$ cat src/logic/cms_pkg.sv
package cms_pkg;
	// global mode field encodings
	localparam logic [1:0] GMODE_OPER  = 2'h0;
	localparam logic [1:0] GMODE_RESET = 2'h1;
	localparam logic [1:0] GMODE_TEST  = 2'h2;
	// channel mode field encodings
	localparam logic [1:0] CMODE_COMM  = 2'h0;
	localparam logic [1:0] CMODE_RESET = 2'h1;
	localparam logic [1:0] CMODE_HALT  = 2'h2;
	// reset values
	localparam logic [1:0] GMODE_RST_VAL = GMODE_RESET;
	localparam logic       GSLEEP_RST_VAL = 1'b1;
	localparam logic [1:0] CMODE_RST_VAL = CMODE_RESET;
	localparam logic       CSLEEP_RST_VAL = 1'b1;
	// timing and config width
	localparam int         RECESSIVE_RUN   = 11;
	localparam int         RAM_INIT_CYCLES = 64;
	localparam int         BUS_LOCK_BITS   = 11;
	localparam int         BIT_DIV         = 50;
	localparam int         CFG_W           = 16;

	typedef enum logic [2:0] {
		CMS_ST_STOP,
		CMS_ST_RESET,
		CMS_ST_HALT,
		CMS_ST_COMM_WAIT,
		CMS_ST_COMM
	} cms_chan_t;

	typedef enum logic [1:0] {
		CMS_G_STOP,
		CMS_G_RESET,
		CMS_G_TEST,
		CMS_G_OPER
	} cms_glob_t;

	function automatic logic [1:0] cms_gcode(input cms_glob_t g);
		case (g)
			CMS_G_RESET: cms_gcode = GMODE_RESET;
			CMS_G_TEST:  cms_gcode = GMODE_TEST;
			default:     cms_gcode = GMODE_OPER;
		endcase
	endfunction
endpackage

$ cat src/logic/cms_if.sv
`timescale 1ns/100ps
interface cms_if;
	logic              periph_en;
	logic              ext_clk_en;
	logic              g_sleep;
	logic [1:0]        g_mode;
	logic              c_sleep;
	logic [1:0]        c_mode;
	logic              cfg_we;
	logic [15:0]       cfg_wdata;
	logic              test_we;
	logic [15:0]       test_wdata;
	logic              ram_rd;
	logic              ram_init_status;
	logic              g_stop_sts;
	logic [1:0]        g_mode_sts;
	logic              c_stop_sts;
	logic [1:0]        c_mode_sts;
	logic              comm_ready_flag;
	logic              bus_lock_flag;
	logic [15:0]       cfg_rdata;
	logic [15:0]       test_rdata;
	logic [7:0]        ram_rdata;

	modport dev (
		input  periph_en, ext_clk_en, g_sleep, g_mode, c_sleep, c_mode,
		input  cfg_we, cfg_wdata, test_we, test_wdata, ram_rd,
		output ram_init_status, g_stop_sts, g_mode_sts, c_stop_sts, c_mode_sts,
		output comm_ready_flag, bus_lock_flag, cfg_rdata, test_rdata, ram_rdata
	);
	modport host (
		output periph_en, ext_clk_en, g_sleep, g_mode, c_sleep, c_mode,
		output cfg_we, cfg_wdata, test_we, test_wdata, ram_rd,
		input  ram_init_status, g_stop_sts, g_mode_sts, c_stop_sts, c_mode_sts,
		input  comm_ready_flag, bus_lock_flag, cfg_rdata, test_rdata, ram_rdata
	);
endinterface

$ cat src/logic/cms_device.sv
`timescale 1ns/100ps
// Contract
// [RQ1] software configures before any communication start
// [RQ2] configuration writes only in reset or halt
// [RQ3] software enables peripheral, then initialises module
// [RQ4] no RAM access before RAM init done
// [RQ5] external clock needs supply enable set
// [RQ6] global mode request, status reports completion
// [RQ7] channel mode request, status reports completion
// [RQ8] comm ready after 11 recessive bits
// [RQ9] channel mode follows global transition
// [RQ10] channel reset completes immediately, aborting frame
// [RQ11] halt first for graceful reset
// [RQ12] settings kept across channel reset
// [RQ13] settings kept across channel halt
// [RQ14] software configures in order, then comm
// [RQ15] bus lock refuses halt request
// [RQ16] global stop: reads kept, writes ignored
// [RQ17] halt stops bus, test settings writable
// [RQ18] global test stops all channels
// [RQ19] status shows old mode until reached
module cms_device
	import cms_pkg::*;
#(
	parameter int RAM_INIT = RAM_INIT_CYCLES,
	parameter int DIV      = BIT_DIV
) (
	input  wire logic mclk_i,
	input  wire logic resetn_i,
	input  wire logic can_rx_i,
	output logic      can_tx_o,
	output logic      bus_active_o,
	cms_if.dev        bus
);
	cms_glob_t   glob_ff;
	cms_chan_t   chan_ff;
	logic [7:0]  ram_cnt_ff;
	logic        ram_done_ff;
	logic [7:0]  bit_cnt_ff;
	logic        bit_tick;
	logic [3:0]  rec_cnt_ff;
	logic [3:0]  dom_cnt_ff;
	logic        lock_ff;
	logic [15:0] cfg_ff;
	logic [15:0] test_ff;
	logic        clk_run;
	logic        cfg_open;

	// reset and stop both leave the channel parked off the bus
	function automatic logic chan_parked(input cms_chan_t c);
		chan_parked = c == CMS_ST_RESET || c == CMS_ST_STOP;
	endfunction

	// module clock gated when disabled or in global stop
	assign clk_run = bus.periph_en && glob_ff != CMS_G_STOP; // see [RQ16]

	always_ff @(posedge mclk_i or negedge resetn_i) begin
		if (!resetn_i) begin
			ram_cnt_ff  <= 8'h00;
			ram_done_ff <= 1'b0;
		end else if (!bus.periph_en) begin
			ram_cnt_ff  <= 8'h00;
			ram_done_ff <= 1'b0;
		end else if (!ram_done_ff) begin
			if (ram_cnt_ff == 8'(RAM_INIT - 1)) begin
				ram_done_ff <= 1'b1;
			end
			ram_cnt_ff <= ram_cnt_ff + 8'h01;
		end
	end
	// ram reads before init give zero; software must wait anyway
	assign bus.ram_init_status = ram_done_ff; // see [RQ4]
	assign bus.ram_rdata       = (ram_done_ff && bus.ram_rd) ? cfg_ff[7:0] : 8'h00;

	always_ff @(posedge mclk_i or negedge resetn_i) begin
		if (!resetn_i) begin
			bit_cnt_ff <= 8'h00;
		end else if (bit_tick || !clk_run) begin
			bit_cnt_ff <= 8'h00;
		end else begin
			bit_cnt_ff <= bit_cnt_ff + 8'h01;
		end
	end
	// divider restarts whenever the module clock is gated
	assign bit_tick = clk_run && bit_cnt_ff == 8'(DIV - 1);

	// global mode: requests take effect only while ram init done
	always_ff @(posedge mclk_i or negedge resetn_i) begin
		if (!resetn_i) begin
			glob_ff <= CMS_G_STOP;
		end else if (bus.periph_en && ram_done_ff) begin
			if (bus.g_sleep) begin
				if (glob_ff == CMS_G_RESET) begin
					glob_ff <= CMS_G_STOP; // see [RQ6]
				end
			end else if (bus.g_mode == GMODE_RESET) begin
				glob_ff <= CMS_G_RESET;
			end else if (glob_ff != CMS_G_STOP) begin
				if (bus.g_mode == GMODE_TEST) begin
					glob_ff <= CMS_G_TEST;
				end else if (bus.g_mode == GMODE_OPER) begin
					glob_ff <= CMS_G_OPER;
				end
			end
		end
	end

	// channel mode; global state bounds the channel state
	always_ff @(posedge mclk_i or negedge resetn_i) begin
		if (!resetn_i) begin
			chan_ff <= CMS_ST_STOP;
		end else if (glob_ff == CMS_G_STOP) begin
			chan_ff <= CMS_ST_STOP; // see [RQ9]
		end else if (glob_ff == CMS_G_RESET) begin
			if (chan_ff != CMS_ST_STOP || !bus.c_sleep) begin
				chan_ff <= CMS_ST_RESET; // see [RQ9]
			end
		end else if (bus.c_sleep) begin
			if (chan_ff == CMS_ST_RESET) begin
				chan_ff <= CMS_ST_STOP;
			end
		end else if (bus.c_mode == CMODE_RESET) begin
			chan_ff <= CMS_ST_RESET; // see [RQ10]
		end else if (glob_ff == CMS_G_TEST && chan_ff != CMS_ST_STOP
				&& chan_ff != CMS_ST_RESET) begin
			chan_ff <= CMS_ST_HALT; // see [RQ18]
		end else if (chan_ff == CMS_ST_STOP) begin
			chan_ff <= chan_ff;
		end else if (bus.c_mode == CMODE_HALT) begin
			if (!lock_ff || chan_ff == CMS_ST_HALT) begin
				chan_ff <= CMS_ST_HALT; // see [RQ15]
			end
		end else if (bus.c_mode == CMODE_COMM && glob_ff == CMS_G_OPER) begin
			if (chan_ff == CMS_ST_RESET || chan_ff == CMS_ST_HALT) begin
				chan_ff <= CMS_ST_COMM_WAIT;
			end else if (chan_ff == CMS_ST_COMM_WAIT && bit_tick
					&& can_rx_i && rec_cnt_ff == 4'(RECESSIVE_RUN - 1)) begin
				chan_ff <= CMS_ST_COMM; // see [RQ8]
			end
		end
	end

	// recessive run counter and bus-lock detector, counted per bit time
	// one dominant bit restarts the run, so a busy bus delays joining
	always_ff @(posedge mclk_i or negedge resetn_i) begin
		if (!resetn_i) begin
			rec_cnt_ff <= 4'h0;
		end else if (chan_ff != CMS_ST_COMM_WAIT) begin
			rec_cnt_ff <= 4'h0;
		end else if (bit_tick) begin
			rec_cnt_ff <= can_rx_i ? rec_cnt_ff + 4'h1 : 4'h0; // see [RQ8]
		end
	end

	always_ff @(posedge mclk_i or negedge resetn_i) begin
		if (!resetn_i) begin
			dom_cnt_ff <= 4'h0;
			lock_ff    <= 1'b0;
		end else if (chan_parked(chan_ff)) begin
			dom_cnt_ff <= 4'h0;
			lock_ff    <= 1'b0;
		end else if (bit_tick) begin
			if (can_rx_i) begin
				dom_cnt_ff <= 4'h0;
				lock_ff    <= 1'b0;
			end else if (dom_cnt_ff == 4'(BUS_LOCK_BITS - 1)) begin
				lock_ff <= 1'b1; // see [RQ15]
			end else begin
				dom_cnt_ff <= dom_cnt_ff + 4'h1;
			end
		end
	end

	// configuration storage is never cleared by mode changes
	assign cfg_open = clk_run && (glob_ff == CMS_G_RESET || chan_ff == CMS_ST_RESET
		|| chan_ff == CMS_ST_HALT); // see [RQ2]
	always_ff @(posedge mclk_i or negedge resetn_i) begin
		if (!resetn_i) begin
			cfg_ff <= 16'h0000;
		end else if (bus.cfg_we && cfg_open) begin
			cfg_ff <= bus.cfg_wdata; // see [RQ12] see [RQ13]
		end
	end
	always_ff @(posedge mclk_i or negedge resetn_i) begin
		if (!resetn_i) begin
			test_ff <= 16'h0000;
		end else if (bus.test_we && clk_run && (chan_ff == CMS_ST_HALT
				|| glob_ff == CMS_G_TEST || glob_ff == CMS_G_RESET)) begin
			test_ff <= bus.test_wdata; // see [RQ17]
		end
	end
	assign bus.cfg_rdata  = cfg_ff;
	assign bus.test_rdata = test_ff;

	// status taken straight from the state registers
	assign bus.g_stop_sts      = glob_ff == CMS_G_STOP; // see [RQ19]
	assign bus.g_mode_sts      = cms_gcode(glob_ff);
	assign bus.c_stop_sts      = chan_ff == CMS_ST_STOP;
	assign bus.c_mode_sts      = chan_ff == CMS_ST_HALT ? CMODE_HALT :
		chan_parked(chan_ff) ? CMODE_RESET : CMODE_COMM; // see [RQ7]
	assign bus.comm_ready_flag = chan_ff == CMS_ST_COMM;
	assign bus.bus_lock_flag   = lock_ff;

	// only a joined channel may drive; transmitter stays recessive here
	assign bus_active_o = chan_ff == CMS_ST_COMM; // see [RQ17]
	assign can_tx_o     = 1'b1;
endmodule

$ cat src/flat_wrapper.sv
// flat-port wrapper written by rule: the top's interface ports become plain ports
module cms_device_flat import cms_pkg::*;
#(
	parameter int RAM_INIT = RAM_INIT_CYCLES,
	parameter int DIV      = BIT_DIV
)
  (mclk_i, resetn_i, can_rx_i, can_tx_o, bus_active_o, bus_periph_en, bus_ext_clk_en, bus_g_sleep, bus_g_mode, bus_c_sleep, bus_c_mode, bus_cfg_we, bus_cfg_wdata, bus_test_we, bus_test_wdata, bus_ram_rd, bus_ram_init_status, bus_g_stop_sts, bus_g_mode_sts, bus_c_stop_sts, bus_c_mode_sts, bus_comm_ready_flag, bus_bus_lock_flag, bus_cfg_rdata, bus_test_rdata, bus_ram_rdata);
  cms_if bus_i ();
  input  wire logic mclk_i;
  input  wire logic resetn_i;
  input  wire logic can_rx_i;
  output logic can_tx_o;
  output logic bus_active_o;
  input wire logic [$bits(bus_i.periph_en)-1:0] bus_periph_en;
  input wire logic [$bits(bus_i.ext_clk_en)-1:0] bus_ext_clk_en;
  input wire logic [$bits(bus_i.g_sleep)-1:0] bus_g_sleep;
  input wire logic [$bits(bus_i.g_mode)-1:0] bus_g_mode;
  input wire logic [$bits(bus_i.c_sleep)-1:0] bus_c_sleep;
  input wire logic [$bits(bus_i.c_mode)-1:0] bus_c_mode;
  input wire logic [$bits(bus_i.cfg_we)-1:0] bus_cfg_we;
  input wire logic [$bits(bus_i.cfg_wdata)-1:0] bus_cfg_wdata;
  input wire logic [$bits(bus_i.test_we)-1:0] bus_test_we;
  input wire logic [$bits(bus_i.test_wdata)-1:0] bus_test_wdata;
  input wire logic [$bits(bus_i.ram_rd)-1:0] bus_ram_rd;
  output wire logic [$bits(bus_i.ram_init_status)-1:0] bus_ram_init_status;
  output wire logic [$bits(bus_i.g_stop_sts)-1:0] bus_g_stop_sts;
  output wire logic [$bits(bus_i.g_mode_sts)-1:0] bus_g_mode_sts;
  output wire logic [$bits(bus_i.c_stop_sts)-1:0] bus_c_stop_sts;
  output wire logic [$bits(bus_i.c_mode_sts)-1:0] bus_c_mode_sts;
  output wire logic [$bits(bus_i.comm_ready_flag)-1:0] bus_comm_ready_flag;
  output wire logic [$bits(bus_i.bus_lock_flag)-1:0] bus_bus_lock_flag;
  output wire logic [$bits(bus_i.cfg_rdata)-1:0] bus_cfg_rdata;
  output wire logic [$bits(bus_i.test_rdata)-1:0] bus_test_rdata;
  output wire logic [$bits(bus_i.ram_rdata)-1:0] bus_ram_rdata;
  assign bus_i.periph_en = bus_periph_en;
  assign bus_i.ext_clk_en = bus_ext_clk_en;
  assign bus_i.g_sleep = bus_g_sleep;
  assign bus_i.g_mode = bus_g_mode;
  assign bus_i.c_sleep = bus_c_sleep;
  assign bus_i.c_mode = bus_c_mode;
  assign bus_i.cfg_we = bus_cfg_we;
  assign bus_i.cfg_wdata = bus_cfg_wdata;
  assign bus_i.test_we = bus_test_we;
  assign bus_i.test_wdata = bus_test_wdata;
  assign bus_i.ram_rd = bus_ram_rd;
  assign bus_ram_init_status = bus_i.ram_init_status;
  assign bus_g_stop_sts = bus_i.g_stop_sts;
  assign bus_g_mode_sts = bus_i.g_mode_sts;
  assign bus_c_stop_sts = bus_i.c_stop_sts;
  assign bus_c_mode_sts = bus_i.c_mode_sts;
  assign bus_comm_ready_flag = bus_i.comm_ready_flag;
  assign bus_bus_lock_flag = bus_i.bus_lock_flag;
  assign bus_cfg_rdata = bus_i.cfg_rdata;
  assign bus_test_rdata = bus_i.test_rdata;
  assign bus_ram_rdata = bus_i.ram_rdata;
  cms_device #(.RAM_INIT(RAM_INIT), .DIV(DIV)) u_core (.mclk_i(mclk_i), .resetn_i(resetn_i), .can_rx_i(can_rx_i), .can_tx_o(can_tx_o), .bus_active_o(bus_active_o), .bus(bus_i));
endmodule
$ cat config.mk
export PLATFORM = sky130hd
export DESIGN_NAME = cms_device_flat
export DESIGN_NICKNAME = d
export VERILOG_FILES = /design/src/logic/cms_pkg.sv /design/src/logic/cms_if.sv /design/src/logic/cms_device.sv /design/src/flat_wrapper.sv
export SDC_FILE = /design/constraint.sdc
export NUM_CORES = 1
export LEC_CHECK = 0
export BUFFER_PORTS_ARGS = -buffer_cell sky130_fd_sc_hd__buf_4
export CORE_ASPECT_RATIO = 2
export CORE_MARGIN = 4
export CORE_UTILIZATION = 25
export CTS_BUF_LIST = sky130_fd_sc_hd__clkbuf_2
export CTS_CLUSTER_SIZE = 10
export DETAILED_ROUTE_END_ITERATION = 10
export GPL_TIMING_DRIVEN = 0
export PLACE_DENSITY = 0.56
export SETUP_SLACK_MARGIN = 0.5
export SYNTH_ARGS = -nofsm -noshare
export SYNTH_HDL_FRONTEND = slang
export SYNTH_SLANG_ARGS = --single-unit
export TNS_END_PERCENT = 1
$ cat constraint.sdc
create_clock -name mclk_i -period 1.73 [get_ports mclk_i]
set_clock_uncertainty 0.1 [all_clocks]
set_input_delay 0.173 -clock mclk_i [delete_from_list [all_inputs] [get_ports mclk_i]]
set_output_delay 0.173 -clock mclk_i [all_outputs]
set_load 0.1 [all_outputs]
# Word level (Yosys, flattened, before mapping)

Cells that the tools add are included.

Register bits: 63
Bits of input ports: 46
Output and inout bits: 51
Word-level logic and storage cells: 121

$add $sub $neg: 4
Equal/unequal tests: 24
Mux-type cells: 40
Reductions and logical operators: 43

Operator list:

| cell                  | number |
|---|---|
| $mux W3               | 13 |
| $mux W8               | 4 |
| $mux W4               | 7 |
| $add A8 B1 Y8 const B | 2 |
| $eq A8 B6 Y1 const B  | 2 |
| $logic_and A1 B1 Y1   | 14 |
| $mux W2               | 7 |
| $logic_or A1 B1 Y1    | 9 |
| $reduce_bool A3 Y1    | 3 |
| $add A4 B1 Y4 const B | 2 |
| $eq A2 B2 Y1 const B  | 4 |
| $eq A4 B4 Y1 const B  | 2 |
| $mux W1               | 8 |
| $reduce_bool A8 Y1    | 1 |
| $ne A7 B5 Y1 const B  | 1 |
| $reduce_bool A7 Y1    | 1 |
| $eq A2 B1 Y1 const B  | 3 |
| $eq A3 B2 Y1 const B  | 2 |
| $logic_not A2 Y1      | 3 |
| $ne A3 B2 Y1 const B  | 2 |
| $ne A6 B3 Y1 const B  | 1 |
| $reduce_and A6 Y1     | 1 |
| $reduce_bool A2 Y1    | 3 |
| $ne A4 B1 Y1 const B  | 1 |
| other kinds (12)      | 15 |

# Longest topological paths before layout

Gate-level depths: netlist (run 1).

Depth after elaboration: 16
Mapped depth: 9
Depth with buffers taken out: 7

# Worst setup path before layout (run 1)

OpenSTA, ideal clock, no wires.

Kind: reg2out
From: reg u_core.chan_ff[2]
To: out bus_comm_ready_flag
Arrival: 3.351 ns
Data required time: 1.457 ns
Slack: -1.894 ns
Cell stages (with the launch flop): 4
Buffers on the path: 2
Cell sequence: dfrtp_1 buf_2 nor3b_1 buf_4

Cells in the longest elaborated chain, start to end: 1

RTL lines:

| what                   | line               | source |
|---|---|---|
| start, declared        | cms_device.sv:36   | `cms_chan_t chan_ff;` |
| start signal, assigned | cms_device.sv:128  | `chan_ff <= chan_ff;` |
| $eq A3 B3 Y1           | n/a                |  |
| end, declared          | flat_wrapper.sv:30 | `output wire logic [$bits(bus_i.comm_ready_flag)-1:0] bus_comm_ready_flag;` |

No other way between the ends.

# Worst setup path in the final report (run 1)

From: reg u_core.chan_ff[1]
To: reg u_core.test_ff[0], in the netlist u_core.bus.test_rdata[0]

Cells in the longest elaborated chain, start to end: 4

RTL lines:

| what                             | line              | source |
|---|---|---|
| $eq A3 B2 Y1                     | cms_device.sv:187 | `end else if (bus.test_we && clk_run && (chan_ff == CMS_ST_HALT` |
| $logic_or A1 B1 Y1 (2 in series) | cms_device.sv:188 | `\|\| glob_ff == CMS_G_TEST \|\| glob_ff == CMS_G_RESET)) begin` |
| $logic_and A1 B1 Y1              | cms_device.sv:187 |  |
| end signal, assigned             | cms_device.sv:189 | `test_ff <= bus.test_wdata;` |
| end, declared                    | cms_device.sv:45  | `logic [15:0] test_ff;` |

No other way between the ends.
A chain may end at the register's enable or synchronous reset.

==> results by group, run 1 <==
Run status
  – Status: finished with violations
  – Failing checks: setup timing

Routing
  – Final wirelength: about 9600 um
  – Remaining antenna violation count after routing: 0
  – Vias per cell: 4.700
  – DR iter-0 viols: 76
  – DRC viols: 0
  – Initial DRT Pass Iterations: 4
  – Routed len/inst: ~16 um
  – Vias: 2839

Critical path
  – Cell family contributing the most delay on the critical path: buffers and inverters
  – CP max stage delay: ~0.41 ns
  – CP Class: reg -> reg
  – Reg2Reg Capture Point: u_core.bus.test_rdata[0]
  – Critical Path AT: about 2.3 ns
  – Startpoint Class: register
  – Worst r2r src: u_core.chan_ff[1]
  – Cell with the largest stage delay on the worst path: dfrtp_1
  – FF-to-FF setup slack: -0.26 ns
  – Buf/Inv on CP: 4
  – Critical path capture point type: register
  – Crit Path Max Fanout: 10
  – Crit-path cells: buf_6 > or3b_4 > inv_4 > buf_4 > o211ai_4 > buf_8 > mux2_2
  – Worst reg2reg path depth: 7
  – Worst endpoint required time: 2.05 ns

Timing
  – Slew Viols, Final: 0
  – Tmin final: approximately 2.0 ns
  – Worst Tran Pin Value: between 0.8 and 0.9 ns
  – Setup repair after global routing missed its margin: yes
  – Fin crit share: 114.8%
  – Setup ws final: -0.2555 ns
  – # setup viols final: 53
  – Fmax: around 500 MHz
  – Setup TNS Final: -7.380 ns
  – Headroom to the max-slew limit: 44.48%
  – Final Hold Viols: 0

CTS
  – Clk buf depth: 2
  – Clock tree root buffer cell: clkbuf_2
  – CTS buffer count: 9
  – Skew-Pair Late Insertion Delay: between 0.5 and 0.6 ns
  – CTS clk-pin slew, worst paths: 0.21 ns
  – TritonCTS clock tree: built
  – Clock Sinks: 63
  – H-tree Lvls: 3

Floorplan
  – Starting Density: around a quarter
  – Die Y: about 170 um
  – Die Span X: about 88 um
  – # rows: 58
  – Core Area: about 13000 um^2
  – Ports: a little under 100
  – Die ar.: 14800 um^2

Placed design
  – Pre-CTS WS: -0.4537 ns
  – Hpwl dp: around 6600 um
  – RePlAce Congestion: between 0.7 and 0.8
  – # placed instances: around 540
  – I/O Buffers: 94

Global routing
  – Remaining global-route overflow: 0
  – Largest net degree at the start of global routing: 64
  – First-pass GRT wire length: ~15000 um
  – Initial antenna violation count: 1
  – Number of global-route vias before repair: 3004
  – GR Util All Layers: a little over an eighth

Synthesis
  – Mux cell area share after synthesis: between 10 and 15%
  – Combinational family with the most area after synthesis: simple AND/OR/NAND/NOR gates
  – Ys async rst share: 100.0%
  – Compound-Gate Fraction of Synth Area: under 10%
  – Synth area leaders: dfrtp_1 (49%), mux2_1 (6.0%), mux2_2 (5.3%), ha_1 (3.9%), a21oi_1 (2.5%)
  – Syn Area/Cell: between 10 and 15 um^2
  – Synth warn: 0
  – Post-Synth Simple-Gate Area: 18.32%
  – Post-synth EDFFs: 0
  – Post-synthesis instance total: roughly 300
  – Post-Synth XOR/XNOR Area: 3.281%
  – Syn nets: 348
  – Yosys cell types: 54
  – Most used DFF post-synth: dfrtp_1
  – Area share of fa/ha/maj cells after synthesis: under 10%
  – Mapped cell area: between 3000 and 4000 um^2
  – Seq/Total Area, Yosys: between 40% and 50%
  – Top cell type's share of synthesized area: 49.22%
  – Synth Register Bits: 63
  – Largest area contributor in the netlist: dfrtp_1

Cells and area
  – Share of cells above drive strength 1: between 40% and 50%
  – Sequential Area: 1582 um^2
  – Fill cells: ~1.1k
  – Final core occ: between 40% and 50%
  – Footprint of the multi-input gates: 1698 um^2
  – Most common cell after layout, fill and taps aside: dfrtp_1
  – Nets@finish: just over 500
  – Area delta synth->final: 72.19%
  – Most frequent cells in the layout: dfrtp_1 (59), buf_4 (56), dlygate4sd3_1 (43)
  – Post-Layout Cell Count: a little over 600

Hold path
  – Worst Hold End: u_core.bit_cnt_ff[1]
  – Hold Crit Start: bus_periph_en
  – Hold/Removal Path Class: in -> reg
  – Hold path cells: 4

Job
  – MaxCap Viol Count: 0

Power and ir drop
  – Total power draw: ~4.3 mW
  – Pleak: between 2 and 2.5 nW
  – PD cells: just under 800 nW/um^2
  – Maximum VDD drop: between 0.5 and 0.6 mV
## per-stage QoR
step	cell area [um^2]	hold slack [ns]
floorplan	3278	-0.2226
global placement	4172	0.2271
detailed placement	4172	0.2338
CTS	5285	0.01600
global route	5515	0.02553
finish	5515	0.06947
## tightest hold or removal path, delay by kind of cell
family / cells / cell delay (ns)
simple gates: 1 / 0.05
compound gates: 2 / 0.32
buf+inv: 1 / 0.12
## how the worst max path moves through the flow
stage / from / endpoint / slack, ns / depth (start not counted)
floorplan: u_core.chan_ff[1] / u_core.chan_ff[0] / -0.27 / 5
global placement: u_core.bit_cnt_ff[1] / u_core.bit_cnt_ff[7] / -0.38 / 5
detailed placement: u_core.bit_cnt_ff[1] / u_core.bit_cnt_ff[4] / -0.45 / 5
CTS: u_core.chan_ff[0] / bus_c_mode_sts[1] / -0.33 / 4
global route: u_core.bit_cnt_ff[1] / u_core.dom_cnt_ff[3] / -0.34 / 8
finish: u_core.chan_ff[1] / u_core.bus.test_rdata[0] / -0.26 / 7
## synth_stat cells, types with 2 or more instances
master / count
buf_6: 2
nor3_1: 6
or3_1: 5
a22oi_1: 2
inv_1: 9
buf_4: 3
ha_1: 10
nor3b_1: 7
nand3b_1: 3
o21a_1: 2
dfrtp_1: 63
buf_2: 4
nor2_1: 17
mux2_2: 15
o21ai_0: 8
xor2_1: 4
nand2_1: 16
nand2b_1: 6
nand3_1: 9
nand4b_1: 2
mux2_1: 17
and3_1: 11
and2_1: 9
a21o_1: 2
xnor2_1: 8
a21oi_1: 16
nor2b_1: 5
clkbuf_1: 5
## per-layer routing
| metal | wire, um | vias up | GRT usage, % | share of wire, % |
|---|---|---|---|---|
| li1 | - | 1343 | - | - |
| met1 | 3240 | 1394 | 12.49 | 34 |
| met2 | 5729 | 70 | 24.70 | 60 |
| met3 | 239 | 32 | 2.204 | 2.5 |
| met4 | 399 | 0 | 7.895 | 4.2 |
| met5 | 0 | - | 0 | 0 |
## power breakdown
group	internal [mW]	leakage [nW]	switching, mW	total [mW]
clock	0.204	0.0574	0.631	0.836
combinational	0.678	1.53	1.09	1.77
sequential	1.60	0.788	0.142	1.74
total	2.48	2.37	1.86	4.34
## cells by family after synthesis
family	Yosys count
mux	33
other cells	1
compound gates	45
fa+ha+maj	10
buf+inv	24
xor+xnor	12
flops	63
simple gates	104
## state kept, by name, indices dropped and copies added (netlist names), 2 cells and up
signal and cells:
u_core.dom_cnt_ff 4, u_core.rec_cnt_ff 4, u_core.chan_ff 3, u_core.bit_cnt_ff 8, u_core.ram_cnt_ff 8, u_core.bus.test_rdata 16
u_core.bus.cfg_rdata 16, u_core.glob_ff 2
## area by class of cell
cell class                      instances  share of cell area [%]
Timing Repair Buffer                  145                   31.69
Multi-Input combinational cell        205                   30.78
Sequential cell                        63                   28.68
Tap cell                              150                   3.403
Buffer                                 14                   2.836
Clock inverter                          7                  0.9755
Clock buffer                            9                  0.8167
Inverter                               10                  0.7713
Antenna cell                            1                 0.04537
## timing repair
item | in CTS | in global routing
endpoints found under the setup margin | 110 | 111
setup buffers | 1 | 7
resized for setup | 145 | 42
hold endpoints to repair | 108 | 0
hold buffers | 43 | 0
pin swaps | 12 | 13
Power figures use the tool's default switching activity.
==> run 2, diff against run 1 <==
--- a/config.mk
+++ b/config.mk
@@ -14,6 +14,7 @@
 export DETAILED_ROUTE_END_ITERATION = 10
 export GPL_TIMING_DRIVEN = 0
 export PLACE_DENSITY = 0.56
+export RECOVER_POWER = 25
 export SETUP_SLACK_MARGIN = 0.5
 export SYNTH_ARGS = -nofsm -noshare
 export SYNTH_HDL_FRONTEND = slang
==> results by group, run 2 (synthesis results as in run 1) <==
Run status
  – Status: finished with violations
  – Failing checks: setup timing

Routing
  – DR iter-0 viols: 75
  – Remaining antenna violation count after routing: 0
  – Initial DRT Pass Iterations: 4
  – Routed len/inst: around 16 um
  – Final wirelength: between 9000 and 10000 um
  – Vias per cell: ~4.7
  – Vias: 2828
  – DRC viols: 0

Timing
  – Tmin final: between 1.5 and 2 ns
  – Setup TNS Final: -7.360 ns
  – Setup ws final: -0.2548 ns
  – Final Hold Viols: 0
  – Fmax: between 500 and 600 MHz
  – Fin crit share: 114.7%
  – Headroom to the max-slew limit: between 40% and 50%
  – Slew Viols, Final: 0
  – Worst Tran Pin Value: roughly 0.9 ns
  – Setup repair after global routing missed its margin: yes
  – # setup viols final: between 50 and 60
  – WHS: 0.06947 ns

CTS
  – Skew-Pair Late Insertion Delay: between 0.5 and 0.6 ns
  – CTS clk-pin slew, worst paths: 0.21 ns
  – CTS buffer count: 9
  – Clock tree root buffer cell: clkbuf_2
  – Clk buf depth: 2
  – Clock Sinks: 63
  – H-tree Lvls: 3
  – TritonCTS clock tree: built

Placed design
  – # placed instances: about 540
  – Hpwl dp: 6625 um
  – I/O Buffers: 94
  – RePlAce Congestion: ~0.74

Floorplan
  – Die Span X: ~88 um
  – Die ar.: between 10000 and 15000 um^2
  – Core Area: about 13000 um^2
  – # rows: between 50 and 60
  – Die Y: ~170 um
  – Ports: 97
  – Starting Density: about a quarter

Cells and area
  – Share of cells above drive strength 1: 42.60%
  – Post-Layout Cell Count: ~600
  – Nets@finish: 504
  – Area delta synth->final: 72.19%
  – Final core occ: roughly 44%
  – Most frequent cells in the layout: dfrtp_1 (59), buf_4 (55), dlygate4sd3_1 (43)
  – Most common cell after layout, fill and taps aside: dfrtp_1

Critical path
  – Startpoint Class: register
  – CP Class: reg -> reg
  – Worst reg2reg path depth: 7
  – Critical path capture point type: register
  – Critical Path AT: ~2.3 ns
  – Worst endpoint required time: 2.05 ns
  – Crit Path Max Fanout: 10

Power and ir drop
  – Psw: between 1.5 and 2 mW
  – Switch share: a little over two fifths
  – Clock power share: a little under a fifth
  – Combinational power share: between 40% and 50%
  – Maximum VDD drop: between 0.5 and 0.6 mV
  – PD cells: between 700 and 800 nW/um^2
  – Seq pwr share: roughly 40%
  – Total power draw: between 4 and 5 mW
  – Internal power: roughly 2.5 mW
  – Pleak: around 2.4 nW

Global routing
  – Initial antenna violation count: 1
  – First-pass GRT wire length: ~15000 um
  – GR Util All Layers: about an eighth
  – Remaining global-route overflow: 0
  – Largest net degree at the start of global routing: 64
  – Number of global-route vias before repair: between 3k and 4k

Hold path
  – Hold path cells: 4
  – Hold/Removal Path Class: in -> reg

Job
  – MaxCap Viol Count: 0
-- run 2: changes by cell type in the layout (fill, tap and decap cells not counted), sizes merged --
| cell | delta |
|---|---|
| clkbuf | +1 |
| buf | -1 |
-- run 2: path summary, 6_finish.rpt --
| path | start | slack, ns | to |
|---|---|---|---|
| worst min-delay path | bus_periph_en | 0.07 | u_core.bit_cnt_ff[1] |
| worst max register to register | u_core.chan_ff[1] | -0.25 | u_core.bus.test_rdata[0] |
| worst max-delay path | u_core.chan_ff[1] | -0.25 | u_core.bus.test_rdata[0] |
| max in group asynchronous | resetn_i | 0.64 | u_core.glob_ff[1] |
| min in group asynchronous | resetn_i | 0.23 | u_core.bus.cfg_rdata[4] |
| worst min register to register | u_core.bit_cnt_ff[0] | 0.41 | u_core.bit_cnt_ff[0] |
-- run 2: layer usage --
| metal | up-vias | wire length, um | track usage, % | share of wire (%) |
|---|---|---|---|---|
| met5 | - | 0 | 0 | 0 |
| met3 | 32 | 236 | 2.204 | 2.5 |
| met1 | 1384 | 3239 | 12.49 | 34 |
| met4 | 0 | 399 | 7.895 | 4.2 |
| li1 | 1343 | - | - | - |
| met2 | 69 | 5721 | 24.70 | 60 |
-- run 2: stage by stage --
step / setup WS, ns / area (um^2)
4_1_cts: -0.3295 / 5285
2_1_floorplan: -0.2680 / 3278
3_5_place_dp: -0.4537 / 4172
5_1_grt: -0.3356 / 5515
6_report: -0.2548 / 5515
3_3_place_gp: -0.3764 / 4172
-- run 2: area by class of cell --
class / count / area, um^2
tap: 150 / 187.7
inverter: 10 / 42.54
clock buffer: 9 / 45.04
multi-input combinational: 205 / 1698
timing repair buffer: 145 / 1748
antenna: 1 / 2.502
sequential: 63 / 1582
clock inverter: 7 / 53.80
fill: 1138 / 7039
buffer: 14 / 156.4
-- run 2: power by group through the flow --
stage                     Sequential (mW)  Combinational [mW]  Clock (mW)
final                                1.74                1.77       0.836
after global routing                 1.75                1.82       0.940
after CTS                            1.73                1.70       0.880
after detailed placement             1.70                1.38           0
after global placement               1.70                1.38           0
after floorplan                      2.51               0.197           0
-- run 2: what timing repair did --
| action | CTS | global route |
|---|---|---|
| buffers inserted | 1 | 7 |
| endpoints found under the hold margin | 108 | 0 |
| gates cloned | 0 | 0 |
| hold buffers | 43 | 0 |
| endpoints found under the setup margin | 110 | 111 |
| resized for setup | 145 | 42 |
| pin swaps | 12 | 13 |
-- run 2: critical path: stages, from the launching register on --
cell      delay (ns)
dfrtp_1         0.41
buf_6           0.14
or3b_4          0.26
inv_4           0.04
buf_4           0.13
o211ai_4        0.29
buf_8           0.20
mux2_2          0.34
==> run 3, diff against run 2 <==
--- a/config.mk
+++ b/config.mk
@@ -5,7 +5,8 @@
 export SDC_FILE = /design/constraint.sdc
 export NUM_CORES = 1
 export LEC_CHECK = 0
-export BUFFER_PORTS_ARGS = -buffer_cell sky130_fd_sc_hd__buf_4
+export BUFFER_PORTS_ARGS = -buffer_cell sky130_fd_sc_hd__buf_2
+export CAP_MARGIN = 20
 export CORE_ASPECT_RATIO = 2
 export CORE_MARGIN = 4
 export CORE_UTILIZATION = 25
==> results by group, run 3 (synthesis results as in run 1) <==
Run status
  – Status: finished with violations
  – Failing checks: hold timing, setup timing

Routing
  – DR iter-0 viols: 64
  – Routed len/inst: about 16 um
  – Remaining antenna violation count after routing: 0
  – DRC viols: 0
  – Initial DRT Pass Iterations: 4
  – Final wirelength: 9473 um
  – Vias per cell: about 4.7
  – Vias: 2832

Timing
  – Headroom to the max-slew limit: around two fifths
  – Fin crit share: 116.3%
  – Worst Tran Pin Value: ~0.9 ns
  – Fmax: a little under 500 MHz
  – Setup TNS Final: -7.374 ns
  – # setup viols final: 52
  – Setup repair after global routing missed its margin: yes
  – Slew Viols, Final: 0
  – Tmin final: approximately 2 ns
  – Final Hold Viols: 2
  – WHS: -0.01106 ns
  – Setup ws final: -0.2819 ns

Critical path
  – Cell with the largest stage delay on the worst path: or4_1
  – CP Class: reg -> reg
  – Crit-path cells: inv_1 > ha_1 > nand4b_1 > nand4bb_1 > clkbuf_8 > or4_1 > a31oi_1
  – Startpoint Class: register
  – Worst endpoint required time: between 2 and 2.5 ns
  – CP max stage delay: between 0.4 and 0.5 ns
  – Critical path capture point type: register
  – Cell family contributing the most delay on the critical path: simple AND/OR/NAND/NOR gates
  – Buf/Inv on CP: 2
  – Crit Path Max Fanout: 7
  – Critical Path AT: between 2 and 2.5 ns

CTS
  – Clock tree root buffer cell: clkbuf_2
  – H-tree Lvls: 3
  – Clk buf depth: 2
  – CTS clk-pin slew, worst paths: about 0.19 ns
  – Hold-fix buffers at CTS: 42
  – Skew-Pair Late Insertion Delay: around 0.5 ns
  – Clock Sinks: 63
  – CTS buffer count: 9
  – TritonCTS clock tree: built

Floorplan
  – Die Y: between 150 and 200 um
  – Core Area: about 13000 um^2
  – # rows: 58
  – Die Span X: 88.04 um
  – Die ar.: 14800 um^2
  – Starting Density: 25.51%
  – Ports: 97

Cells and area
  – Most frequent cells in the layout: dfrtp_1 (60), buf_2 (45), dlygate4sd3_1 (42)
  – Share of cells above drive strength 1: 41.07%
  – Post-Layout Cell Count: around 600
  – Most common cell after layout, fill and taps aside: dfrtp_1
  – Final core occ: between 40% and 50%
  – Fill cells: between 1k and 1.5k
  – Nets@finish: approximately 500
  – Area delta synth->final: 67.62%

Global routing
  – Largest net degree at the start of global routing: 64
  – Initial antenna violation count: 1
  – Number of global-route vias before repair: a little over 3k
  – First-pass GRT wire length: 15240 um
  – Remaining global-route overflow: 0
  – GR Util All Layers: a little over an eighth

Job
  – MaxCap Viol Count: 0

Placed design
  – # placed instances: about 540
  – I/O Buffers: 94
  – RePlAce Congestion: 0.7507
  – Hpwl dp: between 6000 and 7000 um

Power and ir drop
  – Pleak: ~2.3 nW
  – Total power draw: ~4.6 mW
  – Maximum VDD drop: between 0.5 and 0.6 mV
  – PD cells: between 800 and 900 nW/um^2

Hold path
  – Hold/Removal Path Class: in -> reg
[run 3: changes by cell type in the layout (fill, tap and decap cells not counted), moves of 3 or more]
cell	change
buf_4	-51
and3_4	-3
buf_2	+45
mux2_1	+4
and3_2	+3
mux2_4	-6
inv_6	-3
[run 3: per-stage QoR]
| stage | setup WS [ns] | hold WS, ns | cell area [um^2] |
|---|---|---|---|
| 6_report | -0.2819 | -0.01106 | 5369 |
| 2_1_floorplan | -0.2680 | -0.2226 | 3278 |
| 3_5_place_dp | -0.4066 | 0.2335 | 3944 |
| 3_3_place_gp | -0.3406 | 0.2853 | 3936 |
| 5_1_grt | -0.3648 | -0.05856 | 5369 |
| 4_1_cts | -0.3129 | -0.06226 | 5161 |
[run 3: tightest hold or removal path, delay by kind of cell]
kind	cells	cell delay, ns
compound gates	1	0.08
buf+inv	1	0.13
simple gates	2	0.16
[run 3: layout make-up]
class / count / area [um^2] / share of cell area (%)
Sequential cell: 63 / 1580 / 29.43
Clock inverter: 6 / 93.84 / 1.748
Buffer: 14 / 152.6 / 2.843
Inverter: 10 / 45.04 / 0.8390
Multi-Input combinational cell: 205 / 1659 / 30.90
Clock buffer: 10 / 50.05 / 0.9322
Antenna cell: 1 / 2.502 / 0.04661
Tap cell: 150 / 187.7 / 3.496
Timing Repair Buffer: 140 / 1598 / 29.76
[run 3: power by group]
group	total [mW]	switching, mW	internal (mW)
sequential	1.74	0.142	1.60
combinational	1.72	1.09	0.635
clock	1.09	0.601	0.494
total	4.56	1.83	2.73
[run 3: what timing repair did]
item                                    CTS  global route
hold endpoints to repair                105             5
pin swaps                                10             7
endpoints found under the setup margin  110           110
setup buffers                             2             1
resized for setup                       178            50
[run 3: routing by layer]
metal | vias up | global-route usage [%] | wire (um)
met3 | 30 | 2.742 | 215
met1 | 1403 | 12.72 | 3163
met2 | 63 | 25.26 | 5636
met4 | 0 | 7.303 | 457
met5 | - | 0 | 0
li1 | 1336 | - | -
[run 3: final timing paths]
kind                                            from                        end  slack (ns)  cells after the start
worst max-delay path            u_core.bit_cnt_ff[1]       u_core.dom_cnt_ff[1]       -0.28                      7
worst min-delay path                     bus_c_sleep          u_core.chan_ff[1]       -0.01                      4
worst max register to register  u_core.bit_cnt_ff[1]       u_core.dom_cnt_ff[1]       -0.28                      7
worst min register to register  u_core.bit_cnt_ff[0]       u_core.bit_cnt_ff[0]        0.42                      1
max in group asynchronous                   resetn_i   u_core.bus.bus_lock_flag        0.64                      2
min in group asynchronous                   resetn_i  u_core.bus.test_rdata[13]        0.19                      2
